$ cat config.mk
export PLATFORM = sky130hd
export DESIGN_NAME = bcu_branch_ctrl
export DESIGN_NICKNAME = d
export VERILOG_FILES = /design/src/design/bcu_pkg.sv /design/src/design/bcu_table_disp.sv /design/src/design/bcu_branch_ctrl.sv
export SDC_FILE = /design/constraint.sdc
export NUM_CORES = 1
export LEC_CHECK = 0
export BUFFER_PORTS_ARGS = -buffer_cell sky130_fd_sc_hd__buf_4
export CORE_MARGIN = 3
export CORE_UTILIZATION = 51
export CTS_CLUSTER_DIAMETER = 100
export DETAILED_ROUTE_END_ITERATION = 7
export HOLD_SLACK_MARGIN = 0.15
export PLACE_DENSITY = 0.9
export SYNTH_ARGS = -nofsm -noshare
export SYNTH_HDL_FRONTEND = slang
export SYNTH_HIERARCHICAL = 1
export SYNTH_SLANG_ARGS = --single-unit
$ cat constraint.sdc
create_clock -name ref_clk_i -period 4.8 [get_ports ref_clk_i]
set_clock_uncertainty 0.1 [all_clocks]
set_input_delay 0.48 -clock ref_clk_i [delete_from_list [all_inputs] [get_ports ref_clk_i]]
set_output_delay 0.48 -clock ref_clk_i [all_outputs]
set_load 0.05 [all_outputs]
$ cat src/design/bcu_pkg.sv
// Purpose: shared constants and types of the branch control unit
// Assumes: 16-bit word-addressed program counter, 8-bit registers
// Notes:   no registers reachable by software
package bcu_pkg;

  // ---------------------------------------------------------------
  // widths
  // ---------------------------------------------------------------
  localparam int PC_W    = 16;
  localparam int DATA_W  = 8;
  localparam int FLAG_W  = 4;
  localparam int RSEL_W  = 5;
  localparam int CTX_W   = PC_W + FLAG_W + 3;

  // ---------------------------------------------------------------
  // context word layout
  // ---------------------------------------------------------------
  localparam int CTX_PC_LSB   = 0;
  localparam int CTX_FLG_LSB  = 16;
  localparam int CTX_GIE_BIT  = 20;
  localparam int CTX_BKA_BIT  = 21;
  localparam int CTX_BKB_BIT  = 22;

  // ---------------------------------------------------------------
  // reset value and table lsb clear mask
  // ---------------------------------------------------------------
  localparam logic [15:0] PC_RST  = 16'h0000;
  localparam logic [7:0]  LSB_CLR = 8'hFE;

  // ---------------------------------------------------------------
  // branch operations presented by the decoder
  // ---------------------------------------------------------------
  typedef enum logic [2:0] {
    BCU_OP_NONE,
    BCU_OP_REL_IMM,
    BCU_OP_REL_REG,
    BCU_OP_TABLE,
    BCU_OP_CALL_COND,
    BCU_OP_CALL,
    BCU_OP_JUMP_COND
  } bcu_op_t;

endpackage

$ cat src/design/bcu_table_disp.sv
// Purpose: forms the table jump displacement by rotate and mask
// Assumes: operand values already in range 0..7
// Notes:   pure combinational, one generate loop with a pass per bit
`timescale 1ns/1ps
`default_nettype none
module bcu_table_disp (
  // operands
  input  wire logic [7:0] src_i,
  input  wire logic [2:0] rot_i,
  input  wire logic [2:0] mask_i,
  // result
  output logic      [7:0] disp_o
);

  logic [15:0] dbl;
  logic [7:0]  rot;
  logic [7:0]  keep;

  // doubling the byte turns the rotate into a plain shift
  assign dbl = {src_i, src_i} >> rot_i;
  assign rot = dbl[7:0];

  // bit k survives when it lies below the top m bits
  genvar k;
  generate
    for (k = 0; k < 8; k = k + 1) begin : g_keep
      assign keep[k] = (k < (8 - mask_i));
    end
  endgenerate

  // lsb always cleared so table slots are two words wide
  assign disp_o = rot & keep & bcu_pkg::LSB_CLR;

endmodule
`default_nettype wire

$ cat src/design/bcu_branch_ctrl.sv
// Purpose: program-flow unit: relative, table and long branches
// Assumes: decoder presents one op per cycle with operands; register
//          file delivers the selected register value the same cycle
// Notes:   results appear one cycle after the op is presented
//
// How it works
// - relative jump adds sign-extended displacement to pc
// - displacements are 8-bit two's complement
// - base pc already points past the jump
// - table jump rotates, masks, sign-extends, adds
// - table displacement bit zero always cleared
// - rotate 0..7, zero means no rotation
// - mask m clears top m bits plus lsb
// - table jump reaches +126 to -128 words
// - register operand may name any active register
// - taken conditional call pushes context then jumps
// - bit position 0 is lsb, 7 is msb
// - long targets are 16-bit absolute addresses
// - unconditional call pushes same context, then jumps
// - conditional long jump never pushes the stack
// - saved banks cover bank a and bank b
`timescale 1ns/1ps
`default_nettype none
module bcu_branch_ctrl (
  // clock and reset
  input  wire logic                ref_clk_i,
  input  wire logic                sys_rst_i,
  // decoded branch request
  input  wire bcu_pkg::bcu_op_t    op_i,
  input  wire logic [15:0]         next_pc_i,
  input  wire logic [7:0]          imm_disp_i,
  input  wire logic [15:0]         abs_target_i,
  input  wire logic [2:0]          rot_i,
  input  wire logic [2:0]          mask_i,
  input  wire logic [2:0]          bit_pos_i,
  input  wire logic                bit_state_i,
  // register file
  input  wire logic [4:0]          src_sel_i,
  input  wire logic [7:0]          src_data_i,
  // processor context
  input  wire logic [3:0]          alu_flags_i,
  input  wire logic                global_irq_enable_bit_i,
  input  wire logic                bank_a_alt_i,
  input  wire logic                bank_b_alt_i,
  // program counter
  output logic      [15:0]         pc_o,
  output logic                     pc_load_o,
  // address stack push
  output logic                     push_o,
  output logic      [22:0]         push_ctx_o,
  // register file read select
  output logic      [4:0]          src_sel_o,
  // flags are passed back untouched
  output logic      [3:0]          alu_flags_o
);

  // ---------------------------------------------------------------
  // operand shaping
  // ---------------------------------------------------------------
  logic [7:0]  tbl_disp;
  logic [7:0]  rel_disp;
  logic [15:0] rel_ext;
  logic        cond_hit;

  bcu_table_disp u_tbl (
    .src_i  (src_data_i),
    .rot_i  (rot_i),
    .mask_i (mask_i),
    .disp_o (tbl_disp)
  );

  // immediate or register byte, then table form when asked
  always_comb begin
    case (op_i)
      bcu_pkg::BCU_OP_REL_REG: rel_disp = src_data_i;
      bcu_pkg::BCU_OP_TABLE:   rel_disp = tbl_disp;
      default:                 rel_disp = imm_disp_i;
    endcase
  end

  // eight-bit two's complement widened by copying the sign
  assign rel_ext  = {{8{rel_disp[7]}}, rel_disp};
  // bit index picks lsb at zero, msb at seven
  assign cond_hit = (src_data_i[bit_pos_i] == bit_state_i);

  // ---------------------------------------------------------------
  // next-state computation
  // ---------------------------------------------------------------
  logic [15:0] pc_r,   pc_nxt;
  logic        ld_r,   ld_nxt;
  logic        push_r, push_nxt;
  logic [22:0] ctx_r,  ctx_nxt;
  logic [4:0]  sel_r,  sel_nxt;
  logic [3:0]  flg_r,  flg_nxt;

  always_comb begin
    pc_nxt   = pc_r;
    ld_nxt   = 1'b0;
    push_nxt = 1'b0;
    ctx_nxt  = ctx_r;
    sel_nxt  = src_sel_i;
    flg_nxt  = alu_flags_i;
    case (op_i)
      bcu_pkg::BCU_OP_REL_IMM,
      bcu_pkg::BCU_OP_REL_REG,
      bcu_pkg::BCU_OP_TABLE: begin
        // base is the following instruction, not the jump itself
        pc_nxt = next_pc_i + rel_ext;
        ld_nxt = 1'b1;
      end
      bcu_pkg::BCU_OP_CALL_COND,
      bcu_pkg::BCU_OP_CALL: begin
        if ((op_i == bcu_pkg::BCU_OP_CALL) || cond_hit) begin
          push_nxt = 1'b1;
          ctx_nxt  = {bank_b_alt_i, bank_a_alt_i,
                      global_irq_enable_bit_i, alu_flags_i,
                      next_pc_i};
          pc_nxt   = abs_target_i;
        end else begin
          pc_nxt   = next_pc_i;
        end
        ld_nxt = 1'b1;
      end
      bcu_pkg::BCU_OP_JUMP_COND: begin
        // no stack traffic on this form, taken or not
        pc_nxt = cond_hit ? abs_target_i : next_pc_i;
        ld_nxt = 1'b1;
      end
      default: begin
        pc_nxt = pc_r;
      end
    endcase
  end

  // ---------------------------------------------------------------
  // registers
  // ---------------------------------------------------------------
  // outputs are registered so pc timing never depends on decode depth
  always_ff @(posedge ref_clk_i) begin
    if (sys_rst_i) begin
      pc_r   <= bcu_pkg::PC_RST;
      ld_r   <= 1'b0;
      push_r <= 1'b0;
      ctx_r  <= 23'h000000;
      sel_r  <= 5'h00;
      flg_r  <= 4'h0;
    end else begin
      pc_r   <= pc_nxt;
      ld_r   <= ld_nxt;
      push_r <= push_nxt;
      ctx_r  <= ctx_nxt;
      sel_r  <= sel_nxt;
      flg_r  <= flg_nxt;
    end
  end

  assign pc_o        = pc_r;
  assign pc_load_o   = ld_r;
  assign push_o      = push_r;
  assign push_ctx_o  = ctx_r;
  assign src_sel_o   = sel_r;
  assign alu_flags_o = flg_r;

  // ---------------------------------------------------------------
  // checks
  // ---------------------------------------------------------------
  rel_target_a: assert property (@(posedge ref_clk_i) disable iff (sys_rst_i)
    (op_i == bcu_pkg::BCU_OP_REL_IMM) |=>
      (pc_o == 16'($past(next_pc_i) + {{8{$past(imm_disp_i[7])}}, $past(imm_disp_i)})))
    else $error("relative jump target wrong");

  reg_target_a: assert property (@(posedge ref_clk_i) disable iff (sys_rst_i)
    (op_i == bcu_pkg::BCU_OP_REL_REG) |=>
      (pc_o == 16'($past(next_pc_i) + {{8{$past(src_data_i[7])}}, $past(src_data_i)})))
    else $error("register jump target wrong");

  tbl_lsb_a: assert property (@(posedge ref_clk_i) disable iff (sys_rst_i)
    (op_i == bcu_pkg::BCU_OP_TABLE) |=> (pc_o[0] == $past(next_pc_i[0])))
    else $error("table displacement lsb not cleared");

  tbl_range_a: assert property (@(posedge ref_clk_i) disable iff (sys_rst_i)
    (op_i == bcu_pkg::BCU_OP_TABLE) |=>
      ((16'(pc_o - $past(next_pc_i)) <= 16'h007E) ||
       (16'(pc_o - $past(next_pc_i)) >= 16'hFF80)))
    else $error("table jump out of range");

  tbl_norot_a: assert property (@(posedge ref_clk_i) disable iff (sys_rst_i)
    (op_i == bcu_pkg::BCU_OP_TABLE && rot_i == 3'h0 && mask_i == 3'h0) |=>
      (pc_o == 16'($past(next_pc_i) +
        {{8{$past(src_data_i[7])}}, $past(src_data_i) & 8'hFE})))
    else $error("zero rotate changed operand");

  tbl_mask_a: assert property (@(posedge ref_clk_i) disable iff (sys_rst_i)
    (op_i == bcu_pkg::BCU_OP_TABLE && mask_i == 3'h1) |=>
      (pc_o >= $past(next_pc_i) || pc_o < 16'h0080))
    else $error("mask one left msb set");

  call_push_a: assert property (@(posedge ref_clk_i) disable iff (sys_rst_i)
    (op_i == bcu_pkg::BCU_OP_CALL) |=>
      (push_o && pc_o == $past(abs_target_i) &&
       push_ctx_o[15:0] == $past(next_pc_i)))
    else $error("unconditional call did not push and jump");

  ccall_a: assert property (@(posedge ref_clk_i) disable iff (sys_rst_i)
    (op_i == bcu_pkg::BCU_OP_CALL_COND && cond_hit) |=>
      (push_o && push_ctx_o[20] == $past(global_irq_enable_bit_i) &&
       push_ctx_o[19:16] == $past(alu_flags_i)))
    else $error("taken call context wrong");

  ctx_bank_a: assert property (@(posedge ref_clk_i) disable iff (sys_rst_i)
    (push_nxt) |=> (push_ctx_o[22:21] == $past({bank_b_alt_i, bank_a_alt_i})))
    else $error("bank selection not saved");

  untaken_a: assert property (@(posedge ref_clk_i) disable iff (sys_rst_i)
    ((op_i == bcu_pkg::BCU_OP_CALL_COND || op_i == bcu_pkg::BCU_OP_JUMP_COND)
     && !cond_hit) |=> (!push_o && pc_o == $past(next_pc_i)))
    else $error("untaken branch not sequential");

  long_absolute_jump_a: assert property (@(posedge ref_clk_i) disable iff (sys_rst_i)
    (op_i == bcu_pkg::BCU_OP_JUMP_COND && cond_hit) |=>
      (!push_o && pc_o == $past(abs_target_i)))
    else $error("long jump pushed or missed target");

  flags_kept_a: assert property (@(posedge ref_clk_i) disable iff (sys_rst_i)
    1'b1 |=> (alu_flags_o == $past(alu_flags_i)))
    else $error("branch altered flags");

  cov_table_c: cover property (@(posedge ref_clk_i)
    op_i == bcu_pkg::BCU_OP_TABLE && rot_i == 3'h7 && mask_i == 3'h4);
  cov_call_c: cover property (@(posedge ref_clk_i)
    op_i == bcu_pkg::BCU_OP_CALL_COND && cond_hit);
  cov_skip_c: cover property (@(posedge ref_clk_i)
    op_i == bcu_pkg::BCU_OP_JUMP_COND && !cond_hit);
  cov_back_c: cover property (@(posedge ref_clk_i)
    op_i == bcu_pkg::BCU_OP_REL_IMM && imm_disp_i[7]);

endmodule
`default_nettype wire

After elaboration in Yosys (flattened, before gate mapping)
Index checks and enable logic that the tools add are counted.
Word-level totals
  register bits after elaboration: 50
  input bits: 75
  output and inout bits: 50
Cells by class
  add/subtract/negate cells: 2
  order comparisons: 9
  equality and inequality tests: 7
  shifts and indexed selects: 1
  mux-type cells: 8
  bitwise gates (word level): 2
  reductions and logical operators: 7
Operator list (count)
  $lt 3x32->1 const A: 4
  $lt 1x32->1 const A: 2
  $lt 2x32->1 const A: 2
  $pmux 16 s3: 1
  $mux 16: 2
  $add 16x16->16: 1
  $pmux 8 s2: 1
  $shr 16x3->8: 1
  $eq 3x3->1 const B: 3
  $and 8x8->8: 1
  $eq 3x2->1 const B: 2
  $reduce_or 6->1: 1
  $sub 4x3->5 const A: 1
  $lt 3x4->1 const B: 1
  $reduce_or 2->1: 2
  $bmux 1 s3: 1
  $eq 3x1->1 const B: 1
  $mux 1: 3
  $reduce_bool 3->1: 1
  $reduce_or 3->1: 1
  $reduce_and 2->1: 1
  $eq 1x1->1: 1
  $logic_or 1x1->1: 1
  $not 1->1: 1

Longest topological paths before layout
Gate-level depths: netlist of run 1.
  depth after elaboration: 6
  depth in mapped cells: 15
  mapped depth without buffers: 15

By module
The synthesis of run 1 kept the hierarchy.
Modules (own cells, without submodules)
  bcu_branch_ctrl: instances 1, cells each 403, area each 3224.3 sq um, sequential area each 1001.0 sq um
  bcu_table_disp: instances 1, cells each 56, area each 425.4 sq um, sequential area each 0.0 sq um

Worst setup path before layout of run 1
No wires, ideal clock.
  kind: input -> register
  start: input port rot_i[1]
  end: register pc_r[15] (netlist: pc_o[15])
  arrival time: 3.470 ns
  data required time: 4.581 ns
  path slack: 1.112 ns
  stages on the path: 14
  buffers on the path: 2
  path through: buf_6 mux2_2 o22ai_1 nor3_1 mux2i_1 o21ai_0 ha_1 clkbuf_1 a2111o_1 nor2_1 a211oi_1 a311oi_1 xnor2_1 o21ai_1
On the way
  word-level cells in the longest chain between the ends: 5
RTL lines
  start, declared: line bcu_branch_ctrl.sv:33  | input wire logic [2:0] rot_i,
  $shr 16x3->8: line bcu_table_disp.sv:20  | assign dbl = {src_i, src_i} >> rot_i;
  $and 8x8->8: line bcu_table_disp.sv:32  | assign disp_o = rot & keep & bcu_pkg::LSB_CLR;
  via tbl_disp[7]: line bcu_branch_ctrl.sv:60  | logic [7:0] tbl_disp;
  $pmux 8 s2: line bcu_branch_ctrl.sv:74  | case (op_i)
  $add 16x16->16: line bcu_branch_ctrl.sv:108  | pc_nxt = next_pc_i + rel_ext;
  $pmux 16 s3: line bcu_branch_ctrl.sv:103  | case (op_i)
  end signal, assigned: line bcu_branch_ctrl.sv:141  | pc_r <= bcu_pkg::PC_RST;
  end signal, assigned: line bcu_branch_ctrl.sv:148  | pc_r <= pc_nxt;
  end, declared: line bcu_branch_ctrl.sv:89  | logic [15:0] pc_r, pc_nxt;
The timed path passes the listed nets, and every way through them passes these cells.
A chain may end at the register's enable or synchronous reset.

Worst setup path in the final report of run 1
  start: input port mask_i[0]
  end: register pc_r[14] (netlist: pc_o[14])
On the way
  word-level cells in the longest chain between the ends: 6
RTL lines
  start, declared: line bcu_branch_ctrl.sv:34  | input wire logic [2:0] mask_i,
  $sub 4x3->5: line bcu_table_disp.sv:27  | assign keep[k] = (k < (8 - mask_i));
  $lt 1x32->1: line bcu_table_disp.sv:27
  $and 8x8->8: line bcu_table_disp.sv:32
  via tbl_disp[1]: line bcu_branch_ctrl.sv:60
  $pmux 8 s2: line bcu_branch_ctrl.sv:74
  $add 16x16->16: line bcu_branch_ctrl.sv:108
  $pmux 16 s3: line bcu_branch_ctrl.sv:103
The timed path passes the listed nets, and every way through them passes these cells.

==> results of run 1 <==
==> through the flow <==
step / setup slack [ps] / total power [mW] / area [um^2] / cells / util [%]
6_report: 1240 / 1.35 / 4700 / 663 / 68.4
5_1_grt: 940 / 1.41 / 4700 / 663 / 68.4
4_1_cts: 1260 / 1.34 / 4700 / 663 / 68.4
3_5_place_dp: 947 / 1.05 / 4590 / 655 / 66.8
3_3_place_gp: 1090 / 1.03 / 4590 / 655 / 66.8
2_1_floorplan: 1110 / 0.873 / 3650 / 459 / -
==> final cells by class <==
class	instances	area, um^2	share of cell area [%]
sequential	50	1000	21.3
timing repair buffer	128	961	20.4
inverter	17	63.8	1.36
tap	96	120	2.56
clock inverter	2	37.5	0.799
multi-input combinational	364	2440	52.0
clock buffer	6	72.6	1.54
==> power groups by stage <==
stage	sequential [mW]	clock, mW	combinational (mW)
final	0.470	0.294	0.582
after global routing	0.474	0.315	0.619
after CTS	0.470	0.296	0.573
after detailed placement	0.479	0	0.570
after global placement	0.479	0	0.554
after floorplan	0.599	0	0.274
==> routing by layer <==
layer	part of all wire, %	GRT usage (%)
met5	0	0
met4	1.6	7.40
met3	11	5.83
met2	47	44.0
met1	40	32.0
==> sequential cells by signal, indices dropped and copies added (netlist names) <==
name         flops
push_ctx_o      23
pc_o            16
src_sel_o        5
alu_flags_o      4
pc_load_o        1
push_o           1
==> synthesized netlist by cell type, drive strengths merged, types with 3 or more instances <==
master / number
nand3: 13
a211oi: 7
nor2b: 15
mux2i: 10
a21oi: 32
nand4: 7
or4: 4
buf: 8
xnor2: 8
mux2: 15
a221oi: 7
nor2: 21
nand2b: 3
a31oi: 5
a311oi: 10
xor2: 6
o21ai: 31
and2: 3
dfxtp: 50
inv: 17
o22ai: 14
a21o: 8
nor3: 17
clkbuf: 20
a22oi: 8
ha: 19
o21a: 5
nand2: 67
==> logic make-up (layout without fill, tap and decap cells) <==
family	count (synthesis)	in the layout
muxes	27	27
xor gates and xnor gates	14	14
and+or+nand+nor	159	159
adders and majority gates	20	20
buffers and inverters	45	153
other	1	1
DFF	50	50
AOI/OAI and AO/OA	143	143
==> worst max-delay path: stages <==
cell                        delay, ps
sky130_fd_sc_hd__buf_4            110
sky130_fd_sc_hd__inv_1             60
sky130_fd_sc_hd__ha_1             260
sky130_fd_sc_hd__o21ai_0          100
sky130_fd_sc_hd__mux2i_1          160
sky130_fd_sc_hd__a211oi_1         280
sky130_fd_sc_hd__mux2i_1          110
sky130_fd_sc_hd__o21ai_0          220
sky130_fd_sc_hd__inv_1            100
sky130_fd_sc_hd__fa_1             440
sky130_fd_sc_hd__nor2b_1          160
sky130_fd_sc_hd__o2111ai_1        170
sky130_fd_sc_hd__a311oi_1         480
sky130_fd_sc_hd__o21ai_0          210
sky130_fd_sc_hd__a211o_1          290
sky130_fd_sc_hd__nand3_1           80
==> worst paths after layout <==
kind	from	endpoint	cells after the start
worst max-delay path	mask_i[0]	pc_o[14]	16
worst min-delay path	src_sel_i[3]	src_sel_o[3]	2
worst max register to register	pc_o[14]	pc_o[14]	3
worst min register to register	push_ctx_o[8]	push_ctx_o[8]	2
==> cell usage in the layout (no fill, tap or decap), types with 4 or more instances in the layout <==
cell,netlist,layout
sky130_fd_sc_hd__a211oi_1,6,6
sky130_fd_sc_hd__a21o_1,8,8
sky130_fd_sc_hd__a21oi_1,32,32
sky130_fd_sc_hd__a221oi_1,7,7
sky130_fd_sc_hd__a22oi_1,8,8
sky130_fd_sc_hd__a311oi_1,10,10
sky130_fd_sc_hd__a31oi_1,5,5
sky130_fd_sc_hd__buf_4,1,128
sky130_fd_sc_hd__clkbuf_8,1,5
sky130_fd_sc_hd__dfxtp_1,50,50
sky130_fd_sc_hd__ha_1,19,19
sky130_fd_sc_hd__inv_1,17,17
sky130_fd_sc_hd__mux2_2,10,10
sky130_fd_sc_hd__mux2_4,5,5
sky130_fd_sc_hd__mux2i_1,9,9
sky130_fd_sc_hd__nand2_1,67,67
sky130_fd_sc_hd__nand3_1,13,13
sky130_fd_sc_hd__nand4_1,7,7
sky130_fd_sc_hd__nor2_1,21,21
sky130_fd_sc_hd__nor2b_1,15,15
sky130_fd_sc_hd__nor3_1,17,17
sky130_fd_sc_hd__o21a_1,5,5
sky130_fd_sc_hd__o21ai_0,27,27
sky130_fd_sc_hd__o22ai_1,14,14
sky130_fd_sc_hd__or4_1,4,4
sky130_fd_sc_hd__xnor2_1,8,8
sky130_fd_sc_hd__xor2_1,5,5
==> flow_metrics.env, run 1 <==
export IMPL_outcome="finished clean"
export IMPL_start_util_pct=53.1
export IMPL_place_hpwl_mm=8.19
export IMPL_hold_viol_final=0
export IMPL_drt_drc_violations_left=0
export IMPL_synth_flop_cell="sky130_fd_sc_hd__dfxtp_1"
export IMPL_post_drt_via_cell_ratio=6.08
export IMPL_synth_area_mux_share_pct=9.67
export IMPL_yosysWarningCount=6
export IMPL_p_clk_share_pct=21.9
export IMPL_antenna_violations_before_repair=0
export IMPL_synth_top_family_by_area="compound AO/OA/AOI/OAI gates"
export IMPL_resized_cells_post_cts=0
export IMPL_cts_tree="done"
export IMPL_die_h_um=90.6
export IMPL_cts_made_buffers=5
export IMPL_num_nets_final=661
export IMPL_fmax_mhz=281
export IMPL_power_switching_uw=517
export IMPL_start_kind="input port"
export IMPL_share_of_synthesized_flip_flops_with_an_asynchronous_set_or_reset_pct=0
export IMPL_totalNegativeSetupSlack_ps=0
export IMPL_initial_drc_count=409
export IMPL_worstPathMaxFanout=6
export IMPL_path_clk_slew_ps=90
export IMPL_rrSetupSlack_ps=3630
export IMPL_critical_path_data_required_time_ps=4950
export IMPL_syn_avg_cell_area_um2=7.95
export IMPL_syn_inst=459
export IMPL_fp_coreArea_mm2=0.00687
export IMPL_synth_area_mm2=0.00365
export IMPL_synth_ff_latch_count=50
export IMPL_layout_worst_path_cycle_share_pct=74.2
export IMPL_port_buffers=124
export IMPL_share_of_layout_cells_above_drive_strength_1_pct=27.7
export IMPL_timing_max_slew_rel_slack_pct=39.9
export IMPL_timing_final_max_slew_violations=0
export IMPL_n_fill_cell=574
export IMPL_timing_critical_path_to_type="register"
export IMPL_synthTopCellsByArea="sky130_fd_sc_hd__dfxtp_1 27%, sky130_fd_sc_hd__nand2_1 6.9%, sky130_fd_sc_hd__ha_1 6.5%, sky130_fd_sc_hd__a21oi_1 4.4%, sky130_fd_sc_hd__o21ai_0 3.7%"
export IMPL_post_synth_fa_ha_maj_area_fraction_pct=7.06
export IMPL_syn_to_final_growth_pct=28.8
export IMPL_drv_max_cap_violation_count=0
export IMPL_power_leakage_nw=2.10
export IMPL_postCtsSetupBuffers=0
export IMPL_netSwitchingFraction_pct=38.4
export IMPL_grt_pass1_vias=3804
export IMPL_tightest_pin_transition_ps=901
export IMPL_share_of_the_synthesized_area_in_compound_gates_ao_oa_aoi_oai_pct=25.8
export IMPL_ctsHoldBuffers=0
export IMPL_cts_max_level=2
export IMPL_grt_overflow_total=0
export IMPL_chipWidth_um=90.6
export IMPL_synth_top_cell_area_share_pct=27.4
export IMPL_ys_types=57
export IMPL_clock_sinks=50
export IMPL_grt_total_usage_pct=25.6
export IMPL_ys_seq_area_share_pct=27.4
export IMPL_timing_setup_critical_path_class="in -> reg"
export IMPL_rows=30
export IMPL_synth_area_leader_cell="sky130_fd_sc_hd__dfxtp_1"
export IMPL_cell_internal_pwr_uw=829
export IMPL_synth_edf_count=0
export IMPL_fin_crit_ps=3560
export IMPL_finalSetupViolCount=0
export IMPL_hold_path_class="in -> reg"
export IMPL_first_pass_iters=7
export IMPL_p_per_area_mw_per_mm2=286
export IMPL_worstSkewPairLatency_ps=300
export IMPL_postSynthNetCount=554
export IMPL_floorplan_die_area_mm2=0.00821
export IMPL_rsz0062_at_grt="false"
export IMPL_dr_total_vias=4033
export IMPL_grt_max_degree=52
export IMPL_worst_hold_slack_ps=283
export IMPL_antenna_left=0
export IMPL_seq_power_share_pct=34.9
export IMPL_critPathArrivalTime_ps=3710
export IMPL_grt_first_pass_wirelength_mm=17.7
export IMPL_root_buffer="sky130_fd_sc_hd__clkbuf_8"
export IMPL_ant_diodes=0
export IMPL_detail_route_wl_per_cell_um=16.5
export IMPL_drt_wl_total_mm=11.0
export IMPL_clock_tree_buffer_depth=2
export IMPL_ir_worst_vdd_mv=0.131
export IMPL_routabilityCongestion=1.18
export IMPL_synthSimpleGateAreaFrac_pct=20.6
export IMPL_design_portCount=125
export IMPL_synth_xor_area_share_pct=3.57
export IMPL_p_comb_share_pct=43.2
Note: power is estimated with default switching activity, not from simulation.
==> inputs of run 2 (changes only) <==
Settings changed: CORE_UTILIZATION 51 to 46, PLACE_DENSITY 0.9 to 0.86.
Clock period 4.8 ns to 3.1 ns, I/O delays scaled along.
==> run 2 against run 1 <==
Power grew 66%. Non-clock buffer count grew 58. Routed wire length grew 13%. Clock-buffer cell count is the same. Via count grew 5.9%. Register-to-register slack lost 1700 ps. Sequential share of layout area shrank 2.4 points. Combinational power grew 77%. Clock power grew 59%. Hold slack lost 130 ps. Die area grew 10%.
==> flow_metrics.env, run 2 (synthesized netlist as in run 1, its figures left out) <==
export IMPL_worst_setup_path_startpoint="mask_i[0]"
export IMPL_cts_made_buffers=5
export IMPL_path_clk_slew_ps=90
export IMPL_timing_critical_path_cells="buf_6 > inv_4 > ha_4 > buf_4 > buf_4 > nor2b_1 > o21bai_1 > a211oi_2 > mux2i_1 > o21ai_1 > ha_1 > or3_1 > a21oi_1 > a211oi_2 > buf_4 > a311oi_2 > xnor2_1 > o21ai_1"
export IMPL_antenna_left=0
export IMPL_n_fill_cell=587
export IMPL_share_of_layout_cells_above_drive_strength_1_pct=36.8
export IMPL_critPathArrivalTime_ps=3070
export IMPL_timing_max_slew_rel_slack_pct=38.7
export IMPL_rsz0062_at_grt="true"
export IMPL_outcome="finished clean"
export IMPL_root_buffer="sky130_fd_sc_hd__clkbuf_8"
export IMPL_hold_viol_final=0
export IMPL_cts_tree="done"
export IMPL_pre_cts_slack_ps=-385
export IMPL_clock_tree_buffer_depth=2
export IMPL_worst_r2r_startpoint="pc_o[12]"
export IMPL_antenna_violations_before_repair=0
export IMPL_design_portCount=125
export IMPL_largest_reg_flops=23
export IMPL_fin_crit_ps=2970
export IMPL_fmax_mhz=336
export IMPL_r2r_end="pc_o[12]"
export IMPL_most_frequent_cells_in_the_layout="177 x sky130_fd_sc_hd__buf_4, 67 x sky130_fd_sc_hd__nand2_1, 50 x sky130_fd_sc_hd__dfxtp_1"
export IMPL_power_mw=2.23
export IMPL_grt_overflow_total=0
export IMPL_rows=31
export IMPL_chipWidth_um=95.1
export IMPL_grt_pass1_vias=4003
export IMPL_endpoint="pc_o[15]"
export IMPL_first_pass_iters=7
export IMPL_drv_max_cap_violation_count=0
export IMPL_timing_final_max_slew_violations=0
export IMPL_worstSkewPairLatency_ps=310
export IMPL_floorplan_die_area_mm2=0.00904
export IMPL_routabilityCongestion=0.974
export IMPL_start_kind="input port"
export IMPL_layout_worst_path_cycle_share_pct=95.9
export IMPL_final_common_cell="sky130_fd_sc_hd__buf_4"
export IMPL_critical_path_max_stage_delay_ps=370
export IMPL_ir_worst_vdd_mv=0.220
export IMPL_tightest_pin_transition_ps=920
export IMPL_drt_wl_total_mm=12.4
export IMPL_post_drt_via_cell_ratio=5.90
export IMPL_finalSetupViolCount=0
export IMPL_power_leakage_nw=2.40
export IMPL_register_area_mm2=0.00100
export IMPL_rrSetupSlack_ps=1900
export IMPL_critical_path_data_required_time_ps=3200
export IMPL_multiInputGateArea_mm2=0.00255
export IMPL_slack_of_the_critical_path_ps=127
export IMPL_dr_total_vias=4271
export IMPL_die_h_um=95.1
export IMPL_totalNegativeSetupSlack_ps=0
export IMPL_fp_coreArea_mm2=0.00749
export IMPL_place_hpwl_mm=9.29
export IMPL_hold_depth=2
export IMPL_initial_drc_count=421
export IMPL_drt_drc_violations_left=0
export IMPL_clock_sinks=50
export IMPL_timing_reg2reg_worst_path_depth=3
export IMPL_timing_critical_path_to_type="register"
export IMPL_grt_max_degree=52
export IMPL_worstPathMaxFanout=4
export IMPL_cts_max_level=2
export IMPL_p_per_area_mw_per_mm2=422
export IMPL_hold_path_class="in -> reg"
export IMPL_timing_setup_critical_path_class="in -> reg"
export IMPL_grt_first_pass_wirelength_mm=19.0
export IMPL_critPathSlowestCell="sky130_fd_sc_hd__or3_1"
export IMPL_port_buffers=124
export IMPL_syn_to_final_growth_pct=44.8
export IMPL_critical_path_top_cell_by_count="sky130_fd_sc_hd__buf_4"
export IMPL_ant_diodes=0
export IMPL_start_util_pct=48.8
export IMPL_detail_route_wl_per_cell_um=17.2
export IMPL_grt_total_usage_pct=26.2
export IMPL_num_nets_final=719
run 2: cell count changes in the layout (fill, tap and decap cells not counted), sizes merged:
cell         change
dlygate4sd3      +6
buf             +52
run 2: power breakdown:
group          internal [mW]  switching [mW]
logic                  0.434           0.598
registers              0.697          0.0324
clock network          0.241           0.227
total                   1.37           0.857
run 2: per-layer routing:
metal	up-vias	track usage [%]	share of wire, %
met4	0	10.2	2.7
met5	-	0	0
met3	39	3.79	9.9
met1	1948	31.8	38
li1	2018	-	-
met2	266	46.3	49
run 2: worst min path at each step:
| stage | startpoint | endpoint |
|---|---|---|
| 2_1_floorplan | alu_flags_i[0] | alu_flags_o[0] |
| 3_3_place_gp | push_ctx_o[20] | push_ctx_o[20] |
| 3_5_place_dp | push_ctx_o[2] | push_ctx_o[2] |
| 4_1_cts | alu_flags_i[1] | alu_flags_o[1] |
| 5_1_grt | alu_flags_i[3] | alu_flags_o[3] |
| 6_report | alu_flags_i[2] | alu_flags_o[2] |
run 2: layout make-up:
type                            instances  area share [%]
Timing Repair Buffer                  186            27.0
Clock inverter                          2           0.710
Tap cell                               99            2.34
Multi-Input combinational cell        364            48.3
Sequential cell                        50            18.9
Clock buffer                            6            1.37
Inverter                               17            1.35
run 2: stage by stage:
step / instances / hold WS [ps] / util (%) / area (um^2)
6_report: 724 / 151 / 70.6 / 5280
5_1_grt: 724 / 154 / 70.6 / 5280
4_1_cts: 721 / 151 / 68.7 / 5140
3_5_place_dp: 707 / 347 / 66.4 / 4970
3_3_place_gp: 707 / 342 / 66.4 / 4970
2_1_floorplan: 459 / 338 / - / 3660
run 2: worst max-delay path, delay by kind of cell:
kind | cells | cell delay (ps)
buf+inv | 5 | 520
fa+ha+maj | 2 | 440
xor+xnor | 1 | 150
compound gates | 7 | 1090
simple gates | 2 | 470
mux | 1 | 90
run 2: repair_timing:
item	in CTS	in global routing
pin swaps	1	12
hold endpoints to repair	6	0
endpoints found under the setup margin	3	11
buffers inserted	0	3
gates resized for setup	5	30
hold buffers	6	0
==> inputs of run 3 (changes only) <==
Settings changed: ABC_CLOCK_PERIOD_IN_PS set to 3100, CORE_MARGIN 3 to unset, SKIP_LAST_GASP set to 1.
==> run 3 against run 2 <==
Flip-flop and latch count unchanged. Combinational power hardly changed. Critical path depth decreased by 3. Design area fell by 0.64%. Maximum frequency fell by 0.86%. The flow now finishes with violations (design-rule violations). Critical endpoint is now pc_o[12]. Final cell count unchanged. Clock power down 3%.
==> flow_metrics.env, run 3 (synthesized netlist as in run 1, its figures left out) <==
export IMPL_outcome="finished, violations left"
export IMPL_failed_checks="design-rule violations"
export IMPL_final_core_utilization_pct=68.3
export IMPL_worstSkewPairLatency_ps=300
export IMPL_clock_tree_buffer_depth=2
export IMPL_rows=32
export IMPL_drv_max_cap_violation_count=0
export IMPL_critPathArrivalTime_ps=3120
export IMPL_start_util_pct=47.5
export IMPL_post_drt_via_cell_ratio=5.94
export IMPL_clock_sinks=50
export IMPL_power_mw=2.21
export IMPL_floorplan_die_area_mm2=0.00829
export IMPL_critical_path_data_required_time_ps=3220
export IMPL_antenna_violations_before_repair=0
export IMPL_chipWidth_um=91.1
export IMPL_dr_total_vias=4301
export IMPL_initial_drc_count=446
export IMPL_first_pass_iters=7
export IMPL_drt_wl_total_mm=12.4
export IMPL_num_nets_final=716
export IMPL_power_leakage_nw=2.38
export IMPL_crit_buf_inv=3
export IMPL_timing_final_max_slew_violations=0
export IMPL_min_delay_start="alu_flags_i[2]"
export IMPL_pre_cts_slack_ps=-503
export IMPL_timing_critical_path_to_type="register"
export IMPL_grt_first_pass_wirelength_mm=19.8
export IMPL_ant_diodes=0
export IMPL_timing_max_slew_rel_slack_pct=36.6
export IMPL_antenna_left=0
export IMPL_routabilityCongestion=0.920
export IMPL_timing_reg2reg_worst_path_depth=3
export IMPL_slack_of_the_critical_path_ps=101
export IMPL_path_clk_slew_ps=100
export IMPL_finalSetupViolCount=0
export IMPL_p_per_area_mw_per_mm2=421
export IMPL_share_of_layout_cells_above_drive_strength_1_pct=35.9
export IMPL_critPathSlowestCell="sky130_fd_sc_hd__o31a_1"
export IMPL_worstPathMaxFanout=4
export IMPL_cts_tree="done"
export IMPL_syn_to_final_growth_pct=43.8
export IMPL_grt_overflow_total=0
export IMPL_port_buffers=124
export IMPL_grt_pass1_vias=4220
export IMPL_largest_reg_flops=23
export IMPL_drt_drc_violations_left=1
export IMPL_final_common_cell="sky130_fd_sc_hd__buf_4"
export IMPL_timing_critical_path_cells="buf_4 > buf_4 > o21ai_1 > mux2i_1 > buf_4 > a211oi_1 > mux2i_1 > o21ai_1 > ha_1 > nor2b_4 > o2111ai_4 > a311oi_2 > o31a_1 > o21a_1 > o31ai_1"
export IMPL_fmax_mhz=333
export IMPL_fp_coreArea_mm2=0.00769
export IMPL_die_h_um=91.1
export IMPL_most_frequent_cells_in_the_layout="177 x sky130_fd_sc_hd__buf_4, 67 x sky130_fd_sc_hd__nand2_1, 50 x sky130_fd_sc_hd__dfxtp_1"
export IMPL_layout_worst_path_cycle_share_pct=96.7
export IMPL_hold_depth=2
export IMPL_detail_route_wl_per_cell_um=17.2
export IMPL_rrSetupSlack_ps=1930
export IMPL_critical_path_top_cell_by_count="sky130_fd_sc_hd__buf_4"
export IMPL_grt_total_usage_pct=29.1
export IMPL_place_hpwl_mm=9.46
export IMPL_family_with_the_most_delay_on_the_worst_path="compound AO/OA/AOI/OAI gates"
export IMPL_cts_made_buffers=5
export IMPL_worst_hold_slack_ps=157
export IMPL_timing_setup_critical_path_class="in -> reg"
export IMPL_worst_r2r_startpoint="pc_o[12]"
export IMPL_hold_path_end="alu_flags_o[2]"
export IMPL_root_buffer="sky130_fd_sc_hd__clkbuf_8"
export IMPL_n_fill_cell=610
export IMPL_design_portCount=125
export IMPL_hold_viol_final=0
export IMPL_start_kind="input port"
export IMPL_critical_path_max_stage_delay_ps=340
export IMPL_r2r_end="pc_o[12]"
export IMPL_grt_max_degree=52
export IMPL_tightest_pin_transition_ps=951
export IMPL_cts_max_level=2
export IMPL_hold_path_class="in -> reg"
export IMPL_ir_worst_vdd_mv=0.207
export IMPL_fin_crit_ps=3000
run 3: cell type report:
class,count,area [um^2],area share [%]
clock buffer,6,72.6,1.38
multi-input combinational,364,2560,48.7
sequential,50,1000,19.1
clock inverter,2,37.5,0.715
timing repair buffer,183,1390,26.5
tap,102,128,2.43
inverter,17,66.3,1.26
run 3: what timing repair did:
item                                   CTS  global route
pin swaps                                1            12
buffers inserted                         0             3
endpoints found under the hold margin    6             0
setup endpoints to repair                7            11
hold buffers                             6             0
resized for setup                        7            20
run 3: per-stage QoR:
stage | setup TNS [ps] | instance area (um^2) | instances
6_report | 0 | 5250 | 724
5_1_grt | -66.3 | 5250 | 724
4_1_cts | -4.73 | 5130 | 721
3_5_place_dp | -3740 | 4950 | 707
3_3_place_gp | -1500 | 4950 | 707
2_1_floorplan | -16.4 | 3660 | 459
run 3: per-layer routing:
metal  wire length, um  vias up  GRT usage, %
li1                  -     2017             -
met3               954       30          3.85
met4               325        0          12.7
met5                 0        -             0
met2              6400      242          53.5
met1              4740     2012          33.3
run 3: worst max path at each step:
stage	start	slack, ps	endpoint	depth (start not counted)
6_report	mask_i[1]	100	pc_o[12]	15
5_1_grt	mask_i[1]	-50	pc_o[7]	18
4_1_cts	mask_i[0]	-5	pc_o[12]	16
3_5_place_dp	mask_i[0]	-500	pc_o[12]	15
3_3_place_gp	mask_i[0]	-220	pc_o[12]	15
2_1_floorplan	rot_i[1]	-20	pc_o[15]	14
run 3: power by group:
group | leakage [nW] | internal, mW | switching (mW)
clock | 0.0514 | 0.241 | 0.211
combinational | 1.92 | 0.426 | 0.602
sequential | 0.412 | 0.697 | 0.0335
